## src/verilog/kms_consts.svh

```systemverilog
// constants of the key matrix scanner: sizes, timing, offsets, fields, resets
`ifndef KMS_CONSTS_SVH
`define KMS_CONSTS_SVH
`define KMS_CLK_HZ 20000000
`define KMS_SCAN_HZ 128000
`define KMS_TICK_DIV (`KMS_CLK_HZ / `KMS_SCAN_HZ)
`define KMS_ROWS 8
`define KMS_COLS 20
`define KMS_BUF_DEPTH 16
`define KMS_NMOD 8
`define KMS_COL_MAX 5'd19
`define KMS_COLS_IDLE 20'hfffff
`define KMS_COL0_LOW 20'hffffe
`define KMS_OFF_CTRL 8'h00
`define KMS_OFF_STATUS 8'h04
`define KMS_OFF_KEYDATA 8'h08
`define KMS_OFF_MODA 8'h0c
`define KMS_OFF_MODB 8'h10
`define KMS_CTRL_EN_BIT 0
`define KMS_CTRL_COL_LSB 8
`define KMS_CTRL_ROW_LSB 16
`define KMS_CTRL_RST 32'h00071301
`define KMS_MOD_RST 64'hffffffffffffffff
`define KMS_RESP_OKAY 2'b00
`define KMS_RESP_SLVERR 2'b10
`endif

```

## src/verilog/kms_pkg.sv

```systemverilog
// types of the key matrix scanner
package kms_pkg;
   typedef enum logic [2:0] {
      st_idle = 3'b001,
      st_scan = 3'b010,
      st_end = 3'b100
   } kms_state_t;
   typedef struct packed {
      logic [2:0] row_last;
      logic [4:0] col_last;
      logic en;
   } kms_ctrl_t;
endpackage

```

## src/verilog/kms_top.sv

```systemverilog
// key matrix scanner with key-code buffer behind an axi4-lite slave
// What this block does
// - scan up to 8 rows by 20 columns
// - column count programmable one to twenty
// - row count programmable one to eight
// - sixteen-byte hardware key-code buffer
// - scan steps at 128 kHz rate
// - any key count; ghost keys locked out
// - codes kept until read; overflow drops new codes
// - rows debounced and glitch filtered
// - idle after reset, all columns high
// - row change in idle requests clock, scans
// - idle clears row-hit and key index
// - row counter wraps, then column advances
// - both counters terminal ends the pass
// - key index advances every position
// - modifiers flagged, other codes buffered
// - multi-hit column ORed into row-hit
// - hit on row-hit row sets ghost
// - pass end: rescan if keys, else idle
`timescale 1ns/1ps
`default_nettype none
`include "kms_consts.svh"
module kms_top (
   input wire logic clk,
   input wire logic arst_n,
   input wire logic [7:0] s_axi_awaddr,
   input wire logic s_axi_awvalid,
   output logic s_axi_awready,
   input wire logic [31:0] s_axi_wdata,
   input wire logic [3:0] s_axi_wstrb,
   input wire logic s_axi_wvalid,
   output logic s_axi_wready,
   output logic [1:0] s_axi_bresp,
   output logic s_axi_bvalid,
   input wire logic s_axi_bready,
   input wire logic [7:0] s_axi_araddr,
   input wire logic s_axi_arvalid,
   output logic s_axi_arready,
   output logic [31:0] s_axi_rdata,
   output logic [1:0] s_axi_rresp,
   output logic s_axi_rvalid,
   input wire logic s_axi_rready,
   input wire logic [7:0] row_in,
   output logic [19:0] col_out,
   output logic clk_req
);
   import kms_pkg::*;

   kms_state_t st_q;
   kms_ctrl_t ctrl_q;
   logic [63:0] mod_code_q;
   logic [7:0] row_s1_q, row_s2_q, row_h1_q, row_h2_q, row_f_q, row_p_q;
   logic [7:0] div_q, row_hit_q, key_idx_q, mod_live_q;
   logic tick_q, clk_req_q, any_q, ghost_q, ovf_q;
   logic [2:0] row_cnt_q;
   logic [4:0] col_cnt_q, cnt_q;
   logic [19:0] col_out_q;
   logic [159:0] key_state_q, raw_prev_q;
   logic [7:0] mem_q [`KMS_BUF_DEPTH];
   logic [3:0] wp_q, rp_q;
   logic [7:0] aw_addr_q;
   logic [31:0] w_data_q, rdata_q;
   logic [3:0] w_strb_q;
   logic aw_held_q, w_held_q, awready_q, wready_q, bvalid_q, arready_q, rvalid_q;
   logic [1:0] bresp_q, rresp_q;

   assign col_out = col_out_q;
   assign clk_req = clk_req_q;
   assign s_axi_awready = awready_q;
   assign s_axi_wready = wready_q;
   assign s_axi_bvalid = bvalid_q;
   assign s_axi_bresp = bresp_q;
   assign s_axi_arready = arready_q;
   assign s_axi_rvalid = rvalid_q;
   assign s_axi_rdata = rdata_q;
   assign s_axi_rresp = rresp_q;

   // ------------------------------------------------------------
   // row input conditioning
   // ------------------------------------------------------------
   // two-stage synchroniser; stage one feeds stage two only
   always_ff @(posedge clk or negedge arst_n) begin
      if (!arst_n) begin
         row_s1_q <= 8'hff;
         row_s2_q <= 8'hff;
      end else begin
         row_s1_q <= row_in;
         row_s2_q <= row_s1_q;
      end
   end

   // glitch filter: a row only moves after three equal samples
   always_ff @(posedge clk or negedge arst_n) begin
      if (!arst_n) begin
         row_h1_q <= 8'hff;
         row_h2_q <= 8'hff;
         row_f_q <= 8'hff;
         row_p_q <= 8'hff;
      end else begin
         row_h1_q <= row_s2_q;
         row_h2_q <= row_h1_q;
         row_p_q <= row_f_q;
         for (int i = 0; i < `KMS_ROWS; i++) begin
            if (row_s2_q[i] == row_h1_q[i] && row_h1_q[i] == row_h2_q[i]) begin
               row_f_q[i] <= row_s2_q[i];
            end
         end
      end
   end

   // ------------------------------------------------------------
   // scan rate divider
   // ------------------------------------------------------------
   // runs only while the slow clock is requested, as a gated clock would
   always_ff @(posedge clk or negedge arst_n) begin
      if (!arst_n) begin
         div_q <= 8'h00;
         tick_q <= 1'b0;
      end else if (!clk_req_q) begin
         div_q <= 8'h00;
         tick_q <= 1'b0;
      end else if (div_q == 8'(`KMS_TICK_DIV - 1)) begin
         div_q <= 8'h00;
         tick_q <= 1'b1;
      end else begin
         div_q <= div_q + 8'h01;
         tick_q <= 1'b0;
      end
   end

   // ------------------------------------------------------------
   // position decode
   // ------------------------------------------------------------
   logic [7:0] row_mask, col_hits, mod_match;
   logic [3:0] nhits;
   logic multi, hit, ghost_now, scan_tick, press, release_k, push, full, pop, rd_stat;

   // pressed keys read low; rows beyond the programmed count are masked
   always_comb begin
      row_mask = 8'h00;
      nhits = 4'h0;
      mod_match = 8'h00;
      for (int i = 0; i < `KMS_ROWS; i++) begin
         row_mask[i] = (3'(i) <= ctrl_q.row_last);
      end
      col_hits = ~row_f_q & row_mask;
      for (int i = 0; i < `KMS_ROWS; i++) begin
         nhits = nhits + {3'b000, col_hits[i]};
      end
      for (int m = 0; m < `KMS_NMOD; m++) begin
         mod_match[m] = (mod_code_q[8*m +: 8] == key_idx_q);
      end
      multi = (nhits >= 4'h2);
      hit = col_hits[row_cnt_q];
      ghost_now = hit && row_hit_q[row_cnt_q];
   end

   assign scan_tick = (st_q == st_scan) && tick_q;
   // a press needs two passes in agreement, which debounces the switch
   assign press = scan_tick && hit && raw_prev_q[key_idx_q] && !key_state_q[key_idx_q]
      && !ghost_now;
   assign release_k = scan_tick && !hit && !raw_prev_q[key_idx_q];
   assign push = press && (mod_match == 8'h00);
   assign full = (cnt_q == 5'(`KMS_BUF_DEPTH));

   // ------------------------------------------------------------
   // scan state machine
   // ------------------------------------------------------------
   always_ff @(posedge clk or negedge arst_n) begin
      if (!arst_n) begin
         st_q <= st_idle;
         col_out_q <= `KMS_COLS_IDLE;
         clk_req_q <= 1'b0;
         row_cnt_q <= 3'd0;
         col_cnt_q <= 5'd0;
         row_hit_q <= 8'h00;
         key_idx_q <= 8'h00;
         any_q <= 1'b0;
      end else begin
         case (st_q)
            st_idle: begin
               col_out_q <= `KMS_COLS_IDLE;
               row_hit_q <= 8'h00;
               key_idx_q <= 8'h00;
               row_cnt_q <= 3'd0;
               col_cnt_q <= 5'd0;
               any_q <= 1'b0;
               // a held low row also wakes, so a key kept down is not missed
               if (ctrl_q.en && (row_f_q != row_p_q || row_f_q != 8'hff)) begin
                  clk_req_q <= 1'b1;
                  col_out_q <= `KMS_COL0_LOW;
                  st_q <= st_scan;
               end
            end
            st_scan: begin
               if (tick_q) begin
                  key_idx_q <= key_idx_q + 8'h01;
                  if (hit) begin
                     any_q <= 1'b1;
                  end
                  if (row_cnt_q >= ctrl_q.row_last) begin
                     row_cnt_q <= 3'd0;
                     if (multi) begin
                        row_hit_q <= row_hit_q | col_hits;
                     end
                     if (col_cnt_q >= ctrl_q.col_last) begin
                        st_q <= st_end;
                        col_out_q <= `KMS_COLS_IDLE;
                     end else begin
                        col_cnt_q <= col_cnt_q + 5'd1;
                        col_out_q <= ~(20'h00001 << (col_cnt_q + 5'd1));
                     end
                  end else begin
                     row_cnt_q <= row_cnt_q + 3'd1;
                  end
               end
            end
            st_end: begin
               row_cnt_q <= 3'd0;
               col_cnt_q <= 5'd0;
               key_idx_q <= 8'h00;
               row_hit_q <= 8'h00;
               any_q <= 1'b0;
               if (any_q) begin
                  st_q <= st_scan;
                  col_out_q <= `KMS_COL0_LOW;
               end else begin
                  st_q <= st_idle;
                  clk_req_q <= 1'b0;
               end
            end
            default: begin
               st_q <= st_idle;
            end
         endcase
      end
   end

   // ------------------------------------------------------------
   // key state, modifiers and flags
   // ------------------------------------------------------------
   // ghost keys never change state, so both keys of the pattern stay out
   always_ff @(posedge clk or negedge arst_n) begin
      if (!arst_n) begin
         key_state_q <= '0;
         raw_prev_q <= '0;
         mod_live_q <= 8'h00;
      end else if (st_q == st_idle) begin
         key_state_q <= '0;
         raw_prev_q <= '0;
         mod_live_q <= 8'h00;
      end else if (scan_tick) begin
         raw_prev_q[key_idx_q] <= hit;
         if (press) begin
            key_state_q[key_idx_q] <= 1'b1;
            mod_live_q <= mod_live_q | mod_match;
         end
         if (release_k) begin
            key_state_q[key_idx_q] <= 1'b0;
            mod_live_q <= mod_live_q & ~mod_match;
         end
      end
   end

   // sticky flags: a new event wins over the clear by a status read
   always_ff @(posedge clk or negedge arst_n) begin
      if (!arst_n) begin
         ghost_q <= 1'b0;
         ovf_q <= 1'b0;
      end else begin
         ghost_q <= (ghost_q && !rd_stat) || (scan_tick && ghost_now);
         ovf_q <= (ovf_q && !rd_stat) || (push && full);
      end
   end

   // ------------------------------------------------------------
   // key-code buffer
   // ------------------------------------------------------------
   // codes stay until popped; a full buffer keeps the oldest ones
   always_ff @(posedge clk or negedge arst_n) begin
      if (!arst_n) begin
         wp_q <= 4'h0;
         rp_q <= 4'h0;
         cnt_q <= 5'd0;
         for (int i = 0; i < `KMS_BUF_DEPTH; i++) begin
            mem_q[i] <= 8'h00;
         end
      end else begin
         if (push && !full) begin
            mem_q[wp_q] <= key_idx_q;
            wp_q <= wp_q + 4'h1;
         end
         if (pop) begin
            rp_q <= rp_q + 4'h1;
         end
         cnt_q <= cnt_q + {4'h0, push && !full} - {4'h0, pop};
      end
   end

   // ------------------------------------------------------------
   // axi4-lite slave
   // ------------------------------------------------------------
   logic do_wr, wr_map;
   logic [31:0] ctrl_word, wr_val, rd_word;
   logic [7:0] ar_a, aw_a;
   logic rd_map;

   assign do_wr = aw_held_q && w_held_q && !bvalid_q;
   assign ar_a = {s_axi_araddr[7:2], 2'b00};
   assign aw_a = {aw_addr_q[7:2], 2'b00};
   assign ctrl_word = {13'h0000, ctrl_q.row_last, 3'b000, ctrl_q.col_last, 7'h00, ctrl_q.en};
   assign rd_stat = s_axi_arvalid && arready_q && (ar_a == `KMS_OFF_STATUS);
   assign pop = s_axi_arvalid && arready_q && (ar_a == `KMS_OFF_KEYDATA) && (cnt_q != 5'd0);
   assign wr_map = (aw_a == `KMS_OFF_CTRL) || (aw_a == `KMS_OFF_STATUS)
      || (aw_a == `KMS_OFF_KEYDATA) || (aw_a == `KMS_OFF_MODA) || (aw_a == `KMS_OFF_MODB);

   // byte-lane merge of the write data into the addressed word
   always_comb begin
      case (aw_a)
         `KMS_OFF_CTRL: wr_val = ctrl_word;
         `KMS_OFF_MODA: wr_val = mod_code_q[31:0];
         `KMS_OFF_MODB: wr_val = mod_code_q[63:32];
         default: wr_val = 32'h00000000;
      endcase
      for (int b = 0; b < 4; b++) begin
         if (w_strb_q[b]) begin
            wr_val[8*b +: 8] = w_data_q[8*b +: 8];
         end
      end
   end

   // read mux; status carries everything software polls for
   always_comb begin
      rd_map = 1'b1;
      case (ar_a)
         `KMS_OFF_CTRL: rd_word = ctrl_word;
         `KMS_OFF_STATUS: rd_word = {16'h0000, mod_live_q, clk_req_q, ovf_q, ghost_q, cnt_q};
         `KMS_OFF_KEYDATA: rd_word = {23'h000000, cnt_q != 5'd0, mem_q[rp_q]};
         `KMS_OFF_MODA: rd_word = mod_code_q[31:0];
         `KMS_OFF_MODB: rd_word = mod_code_q[63:32];
         default: begin
            rd_word = 32'h00000000;
            rd_map = 1'b0;
         end
      endcase
   end

   // write address and data are held separately, taken in either order
   always_ff @(posedge clk or negedge arst_n) begin
      if (!arst_n) begin
         aw_held_q <= 1'b0;
         w_held_q <= 1'b0;
         awready_q <= 1'b0;
         wready_q <= 1'b0;
         aw_addr_q <= 8'h00;
         w_data_q <= 32'h00000000;
         w_strb_q <= 4'h0;
         bvalid_q <= 1'b0;
         bresp_q <= `KMS_RESP_OKAY;
      end else begin
         if (s_axi_awvalid && awready_q) begin
            aw_held_q <= 1'b1;
            aw_addr_q <= s_axi_awaddr;
            awready_q <= 1'b0;
         end else if (!aw_held_q && !bvalid_q) begin
            awready_q <= 1'b1;
         end
         if (s_axi_wvalid && wready_q) begin
            w_held_q <= 1'b1;
            w_data_q <= s_axi_wdata;
            w_strb_q <= s_axi_wstrb;
            wready_q <= 1'b0;
         end else if (!w_held_q && !bvalid_q) begin
            wready_q <= 1'b1;
         end
         if (do_wr) begin
            aw_held_q <= 1'b0;
            w_held_q <= 1'b0;
            bvalid_q <= 1'b1;
            bresp_q <= wr_map ? `KMS_RESP_OKAY : `KMS_RESP_SLVERR;
         end else if (bvalid_q && s_axi_bready) begin
            bvalid_q <= 1'b0;
         end
      end
   end

   // a literal cannot be part-selected, so the reset word gets a name first
   localparam logic [31:0] ctrl_rst_c = `KMS_CTRL_RST;

   // control registers; column count saturates at the matrix width
   always_ff @(posedge clk or negedge arst_n) begin
      if (!arst_n) begin
         ctrl_q <= kms_ctrl_t'({ctrl_rst_c[18:16], ctrl_rst_c[12:8], ctrl_rst_c[0]});
         mod_code_q <= `KMS_MOD_RST;
      end else if (do_wr) begin
         case (aw_a)
            `KMS_OFF_CTRL: begin
               ctrl_q.en <= wr_val[`KMS_CTRL_EN_BIT];
               ctrl_q.row_last <= wr_val[`KMS_CTRL_ROW_LSB +: 3];
               ctrl_q.col_last <= (wr_val[`KMS_CTRL_COL_LSB +: 5] > `KMS_COL_MAX) ?
                  `KMS_COL_MAX : wr_val[`KMS_CTRL_COL_LSB +: 5];
            end
            `KMS_OFF_MODA: mod_code_q[31:0] <= wr_val;
            `KMS_OFF_MODB: mod_code_q[63:32] <= wr_val;
            default: mod_code_q <= mod_code_q;
         endcase
      end
   end

   // read channel answers one cycle after the address is taken
   always_ff @(posedge clk or negedge arst_n) begin
      if (!arst_n) begin
         arready_q <= 1'b0;
         rvalid_q <= 1'b0;
         rdata_q <= 32'h00000000;
         rresp_q <= `KMS_RESP_OKAY;
      end else if (s_axi_arvalid && arready_q) begin
         arready_q <= 1'b0;
         rvalid_q <= 1'b1;
         rdata_q <= rd_word;
         rresp_q <= rd_map ? `KMS_RESP_OKAY : `KMS_RESP_SLVERR;
      end else if (rvalid_q && s_axi_rready) begin
         rvalid_q <= 1'b0;
      end else if (!rvalid_q) begin
         arready_q <= 1'b1;
      end
   end
endmodule
`default_nettype wire

```

## config.mk

```make
export PLATFORM = sky130hd
export DESIGN_NAME = kms_top
export DESIGN_NICKNAME = d
export VERILOG_FILES = /design/src/verilog/kms_pkg.sv /design/src/verilog/kms_top.sv
export VERILOG_INCLUDE_DIRS = /design/src /design/src/verilog
export SDC_FILE = /design/constraint.sdc
export NUM_CORES = 2
export LEC_CHECK = 0
export ABC_AREA = 1
export BUFFER_PORTS_ARGS = -buffer_cell sky130_fd_sc_hd__buf_4
export CAP_MARGIN = 20
export CORE_MARGIN = 2
export CORE_UTILIZATION = 50
export CTS_BUF_LIST = sky130_fd_sc_hd__clkbuf_8
export DETAILED_ROUTE_END_ITERATION = 8
export PLACE_DENSITY = 0.66
export SLEW_MARGIN = 20
export SYNTH_ARGS = -nofsm -noshare
export SYNTH_HDL_FRONTEND = slang
export SYNTH_SLANG_ARGS = --single-unit
```

## constraint.sdc

```tcl
create_clock -name clk -period 4.95 [get_ports clk]
set_input_delay 0.7425 -clock clk [delete_from_list [all_inputs] [get_ports clk]]
set_output_delay 0.7425 -clock clk [all_outputs]
set_load 0.1 [all_outputs]
```

Word level (Yosys, flattened, before mapping). Index checks and enable logic that the tools add are counted.

Bits in registers: 737. Input port bits: 67. Output and inout bits: 62. Word-level logic and storage cells: 332.

$add $sub $neg: 15. Order comparisons: 18. Equal/unequal tests: 50. Shift-type cells: 1. Mux-type cells: 89. Bitwise gates (word level): 12. Reduce and logical (&&, ||, !) cells: 82.

Operators with widths (number): two-way mux 160 bit (8); AND 160 bit (1); bitwise mux 160 bit (1); NOT 160 bit (1); bitwise OR 160 bit (1); one-hot mux 32 bit (5 select lines) (1); two-way mux 8 bit (17); bitwise mux 128 bit (1); one-hot mux 32 bit (3 select lines) (1); two-way mux 20 bit (4); equality test 8 bit (8); one-hot mux 20 bit (3 select lines) (1); logical AND 1 bit (37); binary-select mux 8 bit (select 4 bit) (1); demux 8 bit (select 4 bit) (1); one-hot mux 8 bit (2 select lines) (2); two-way mux 1 bit (28); equality test 6 x 2 -> 1 bit, second input constant (4); zero test 8 bit (3); two-way mux 5 bit (4); NOT 20 bit (1); left shift 1 x 5 -> 20 bit, first input constant (1); two-way mux 3 bit (6); nonzero test 2 bit (9); other kinds (55) (125).

Longest topological paths before layout.
Word-level depth: 15. Depth in mapped cells: 27.

Worst setup path after synthesis. Ideal clock, no wire load.

Path kind: flip-flop to flip-flop. From: register ctrl_q[7] (netlist name). To: register row_hit_q[5]. Setup time: 132 ps. Data arrival time: 3518 ps. Required time: 4818 ps. Path slack: 1300 ps. Cell stages (with the launch flop): 18. Buffers on the path: 0. Period minus slack after synthesis: 3650 ps. Cells stage by stage: dfstp_2 inv_1 nand2_1 o21ai_0 inv_1 fa_1 inv_1 fa_1 inv_1 fa_1 ha_1 inv_1 fa_1 o211ai_1 nand3_1 nand2_1 a31oi_1 nor2_1.

Longest elaborated chain between the ends: 12. Elaborated cells on any way between the ends: 26. Those cells by class: 7 x add/sub; 10 x order compare; 2 x eq/ne; 4 x mux; 2 x bitwise; 1 x reduce/logical.

Ends and longest elaborated chain: start: declaration (line kms_top.sv:51) `kms_ctrl_t ctrl_q;`; start signal: assignment (line kms_top.sv:394) `ctrl_q <= kms_ctrl_t'({ctrl_rst_c[18:16], ctrl_rst_c[12:8], ctrl_rst_c[0]});`; less-or-equal comparator 1 x 3 -> 1 bit (line kms_top.sv:145) `row_mask[i] = (3'(i) <= ctrl_q.row_last);`; AND 8 bit (line kms_top.sv:147) `col_hits = ~row_f_q & row_mask;`; adder 1 x 1 -> 2 bit (line kms_top.sv:149) `nhits = nhits + {3'b000, col_hits[i]};`; adder 2 x 1 -> 3 bit (line kms_top.sv:149); adder 3 x 1 -> 4 bit (line kms_top.sv:149); adder 4 x 1 -> 4 bit (4 in a row) (line kms_top.sv:149); greater-or-equal comparator 4 x 2 -> 1 bit (line kms_top.sv:154) `multi = (nhits >= 4'h2);`; != test 2 bit (no source line); AND reduction 4 bit (no source line); end signal: assignment (line kms_top.sv:205) `row_hit_q <= row_hit_q | col_hits;`; end: declaration (line kms_top.sv:54) `logic [7:0] div_q, row_hit_q, key_idx_q, mod_live_q;`.

Parallel ways exist; a longest one is shown, timed or not. The select of a mux whose other input is x is not followed. A chain may end at the register's enable or synchronous reset.

Final worst setup path.
From: register key_idx_q[1]. To: register cnt_q[4].

Longest elaborated chain between the ends: 9. Elaborated cells on any way between the ends: 21. Those cells by class: 2 x add/sub; 8 x eq/ne; 4 x mux; 7 x reduce/logical.

Ends and longest elaborated chain: start: declaration (line kms_top.sv:54); start signal: assignment (line kms_top.sv:198) `key_idx_q <= key_idx_q + 8'h01;`; binary-select mux 1 bit (select 8 bit) (line kms_top.sv:161) `assign press = scan_tick && hit && raw_prev_q[key_idx_q] && !key_state_q[key_idx_q]`; two-way mux 1 bit (implied by the code) (line kms_top.sv:161); logical AND 1 bit / zero test 1 bit (equally long branches) (line kms_top.sv:161); logical AND 1 bit (line kms_top.sv:161); logical AND 1 bit (line kms_top.sv:162) `&& !ghost_now;`; logical AND 1 bit (*) (line kms_top.sv:164) `assign push = press && (mod_match == 8'h00);`; logical AND 1 bit (*) (line kms_top.sv:297) `cnt_q <= cnt_q + {4'h0, push && !full} - {4'h0, pop};`; adder 5 x 1 -> 5 bit (*) (line kms_top.sv:297); subtractor 5 x 1 -> 5 bit (*) (line kms_top.sv:297); end signal: assignment (line kms_top.sv:297); end: declaration (line kms_top.sv:57) `logic [4:0] col_cnt_q, cnt_q;`.

Every way passes the cells marked *; elsewhere a longest branch is shown, timed or not. The select of a mux whose other input is x is not followed.

==> reports/metrics.yaml <==
flow_run:
  max-cap-violations: 0
power_and_ir_drop:
  p_clk_share_pct: 34.3
  p_comb_share_pct: 24.7
  leakagePower_nw: 22.5
  power_density_nw_per_um2: 389
  peakVddDrop_v: 0.000816
  seqPwrFrac_pct: 41.0
  netSwitchingFraction_pct: 36.8
  switchingPower_mw: 6.46
  power_mw: 17.6
  intPower_mw: 11.1
synth:
  synthArstFlopShare_pct: 100
  yosysTopAreaCellShare_pct: 36.7
  synth_area_leaders: "dfrtp_1 (37%), nand2_1 (17%), dfstp_2 (9.1%)"
  synthCells: 5633
  syn_avg_cell_area_um2: 7.19
  syn_area_um2: 40500
  ys.flop_type: "dfrtp_1"
  synth_seq_cells: 733
  synth-edff-count: 0
  yosysUniqueCellTypes: 54
  synth_top_area_cell: "dfrtp_1"
  seq_area_frac_synth_pct: 45.7
  ys_warn_count: 0
routing:
  drt_iter0_drc: 3674
  wl_per_cell_um: 18.4
  dr_total_vias: 37464
  drc: 0
  dr.pass1.iters: 7
  viasPerCell: 5.49
  wl_um: 125000
  antenna_left: 0
cts:
  path_clk_slew_ns: 0.06
  clockBufferDepth: 3
  worst_skew_pair.late_latency_ns: 0.81
  cts.htree.levels: 4
  root_buffer: "clkbuf_8"
  cts_setup_buffers: 0
  cts_hold_buf: 3
  cts_tree: "built"
  numCtsBuffers: 134
  cts_resized: 0
  cts_num_sinks: 733
timing:
  period_needed_ns: 4.51
  rsz0062_at_grt: "no"
  skew_ns: 0.0337
  clock.fmax_mhz: 222
  setup_viol: 0
  worst-slew-pin-transition_ns: 1.19
  fin_crit_sh_pct: 91.1
  finalMaxSlewViolations: 0
  relSlewSlack_pct: 20.8
  setup_tns_ns: 0
  hold_viol_final: 0
  whs_ns: 0.0115
worst_setup_path:
  crit_type: "reg2reg"
  worstPathArrival_ns: 5.22
  worstRegToRegCells: 24
  cp_top_family: "simple AND/OR/NAND/NOR gates"
  cp_num_buf_inv: 4
  path_max_fanout: 18
  rrSetupSlack_ns: 0.44
  critPathMostFrequentCell: "nand2_1"
  critPathMaxStageDelay_ns: 0.62
  crit_required_ns: 5.66
  critical_path.cell_chain: "clkinv_2 > buf_4 > nand3_1 > nand2_1 > nand2_1 > nand2_1 > nor2_1 > nor2_1 > nor2_1 > nand2_1 > nand2_1 > nand2_1 > nor2_2 > nand3_2 > nor2_4 > inv_1 > ha_1 > inv_1 > ha_1 > fa_1 > a21oi_1 > nor2_1 > nor2_1 > xor2_1"
  critPathCaptureType: "flop"
  cpMaxStageDelayCell: "dfrtp_4"
  r2r-start: "key_idx_q[1]"
  r2r-end: "cnt_q[4]"
  crit_path_start_kind: "flop"
place:
  placed_cells: 6591
  portBuffers: 122
  gp_congestion: 0.873
  dp_hpwl_um: 75300
hold_path:
  hold_path.class: "in2async"
finish:
  ff_latch_area_um2: 18500
  fin_util_pct: 56.2
  final_cells: 6829
  final_nets: 5775
  layout_commonest_cell: "nand2_1"
  fillCellCount: 7705
  multi_input_area_um2: 17900
  layout_common_cells: "nand2_1 (1852), inv_1 (739), dfrtp_1 (590)"
  layout-drive-gt1-share_pct: 10.3
  area.growth.synth_to_final_pct: 11.4
grt:
  overflow: 0
  grt_pass1_wl_um: 200000
  grt_max_degree: 161
  grt_use_total_pct: 30.4
  grt_antenna_before_repair: 1
  grt_pass1_vias: 35809
floorplan:
  die_area_um2: 83200
  start_util_pct: 50.4
  rows: 104
  fp.coreArea_um2: 80300
  io_pins: 129
  die_w_um: 289
  die_h_um: 289
status:
  outcome: "completed"
==> power groups by stage <==
stage	Combinational, mW	Clock (mW)	Sequential (mW)
after CTS	4.30	6.12	7.19
final	4.33	6.02	7.20
after detailed placement	4.29	0	7.28
after floorplan	2.61	0	7.39
after global placement	4.23	0	7.27
after global routing	4.73	6.41	7.26
==> flip-flops by register name, summed over array words and instances, names as in the netlist, 9 cells and up <==
register and cells:
col_out 20, ctrl_q 9, key_state_q 160, mem_q 128, mod_code_q 64, raw_prev_q 160
s_axi_rdata 32, w_data_q 32
==> worst register-to-register path, stage by stage, from the launching register on <==
cell and delay [ns]:
dfrtp_4 0.62, clkinv_2 0.39, buf_4 0.38, nand3_1 0.13, nand2_1 0.07, nand2_1 0.06, nand2_1 0.05, nor2_1 0.24
nor2_1 0.07, nor2_1 0.15, nand2_1 0.07, nand2_1 0.08, nand2_1 0.07, nor2_2 0.15, nand3_2 0.19, nor2_4 0.18
inv_1 0.06, ha_1 0.27, inv_1 0.04, ha_1 0.20, fa_1 0.42, a21oi_1 0.18, nor2_1 0.06, nor2_1 0.13
xor2_1 0.18
==> kinds of logic after synthesis <==
logic type,synth area share (%)
simple gates,29.0
buf+inv,10.3
compound gates,12.4
flops,45.7
fa+ha+maj,1.27
mux,0.742
xor+xnor,0.563
other cells,0.00926
==> routing by layer <==
layer / vias to the layer above / track usage, % / wire length [um]
li1: 17973 / - / -
met1: 17773 / 40.8 / 53700
met2: 1421 / 49.0 / 57700
met3: 297 / 5.32 / 9160
met4: 0 / 12.4 / 4730
met5: - / 0 / 0
==> worst max path at each step <==
stage	start	cells after the start	endpoint	slack (ns)
floorplan	ctrl_q[7]	17	row_hit_q[5]	1.30
global placement	key_idx_q[1]	24	cnt_q[4]	0.57
detailed placement	key_idx_q[1]	24	cnt_q[4]	0.52
CTS	key_idx_q[1]	24	cnt_q[4]	0.49
global route	key_idx_q[1]	24	cnt_q[4]	0.24
finish	key_idx_q[1]	24	cnt_q[4]	0.44
==> cells in the mapped netlist, types with 33 or more instances <==
cell type,instances
buf_2,78
clkbuf_1,170
inv_1,702
nor2_1,474
o211ai_1,40
a21oi_1,171
ha_1,33
nand3_1,462
dfstp_2,140
dfrtp_1,593
o22ai_1,42
o221ai_1,65
o21ai_0,433
nand2_1,1855
==> area by class of cell <==
cell class / instances / share of cell area, %
Sequential cell: 733 / 41.1
Multi-Input combinational cell: 3865 / 39.6
Inverter: 732 / 6.12
Clock buffer: 170 / 5.19
Timing Repair Buffer: 204 / 4.04
Tap cell: 1060 / 2.94
Clock inverter: 64 / 0.960
Antenna cell: 1 / 0.00555
==> metrics by stage <==
stage          worst slack, ns  area (um^2)
2_1_floorplan             1.30        40500
3_3_place_gp             0.567        42300
3_5_place_dp             0.515        42300
4_1_cts                  0.486        45100
5_1_grt                  0.237        45100
6_report                 0.440        45100
Note: power is estimated with default switching activity, not from simulation.
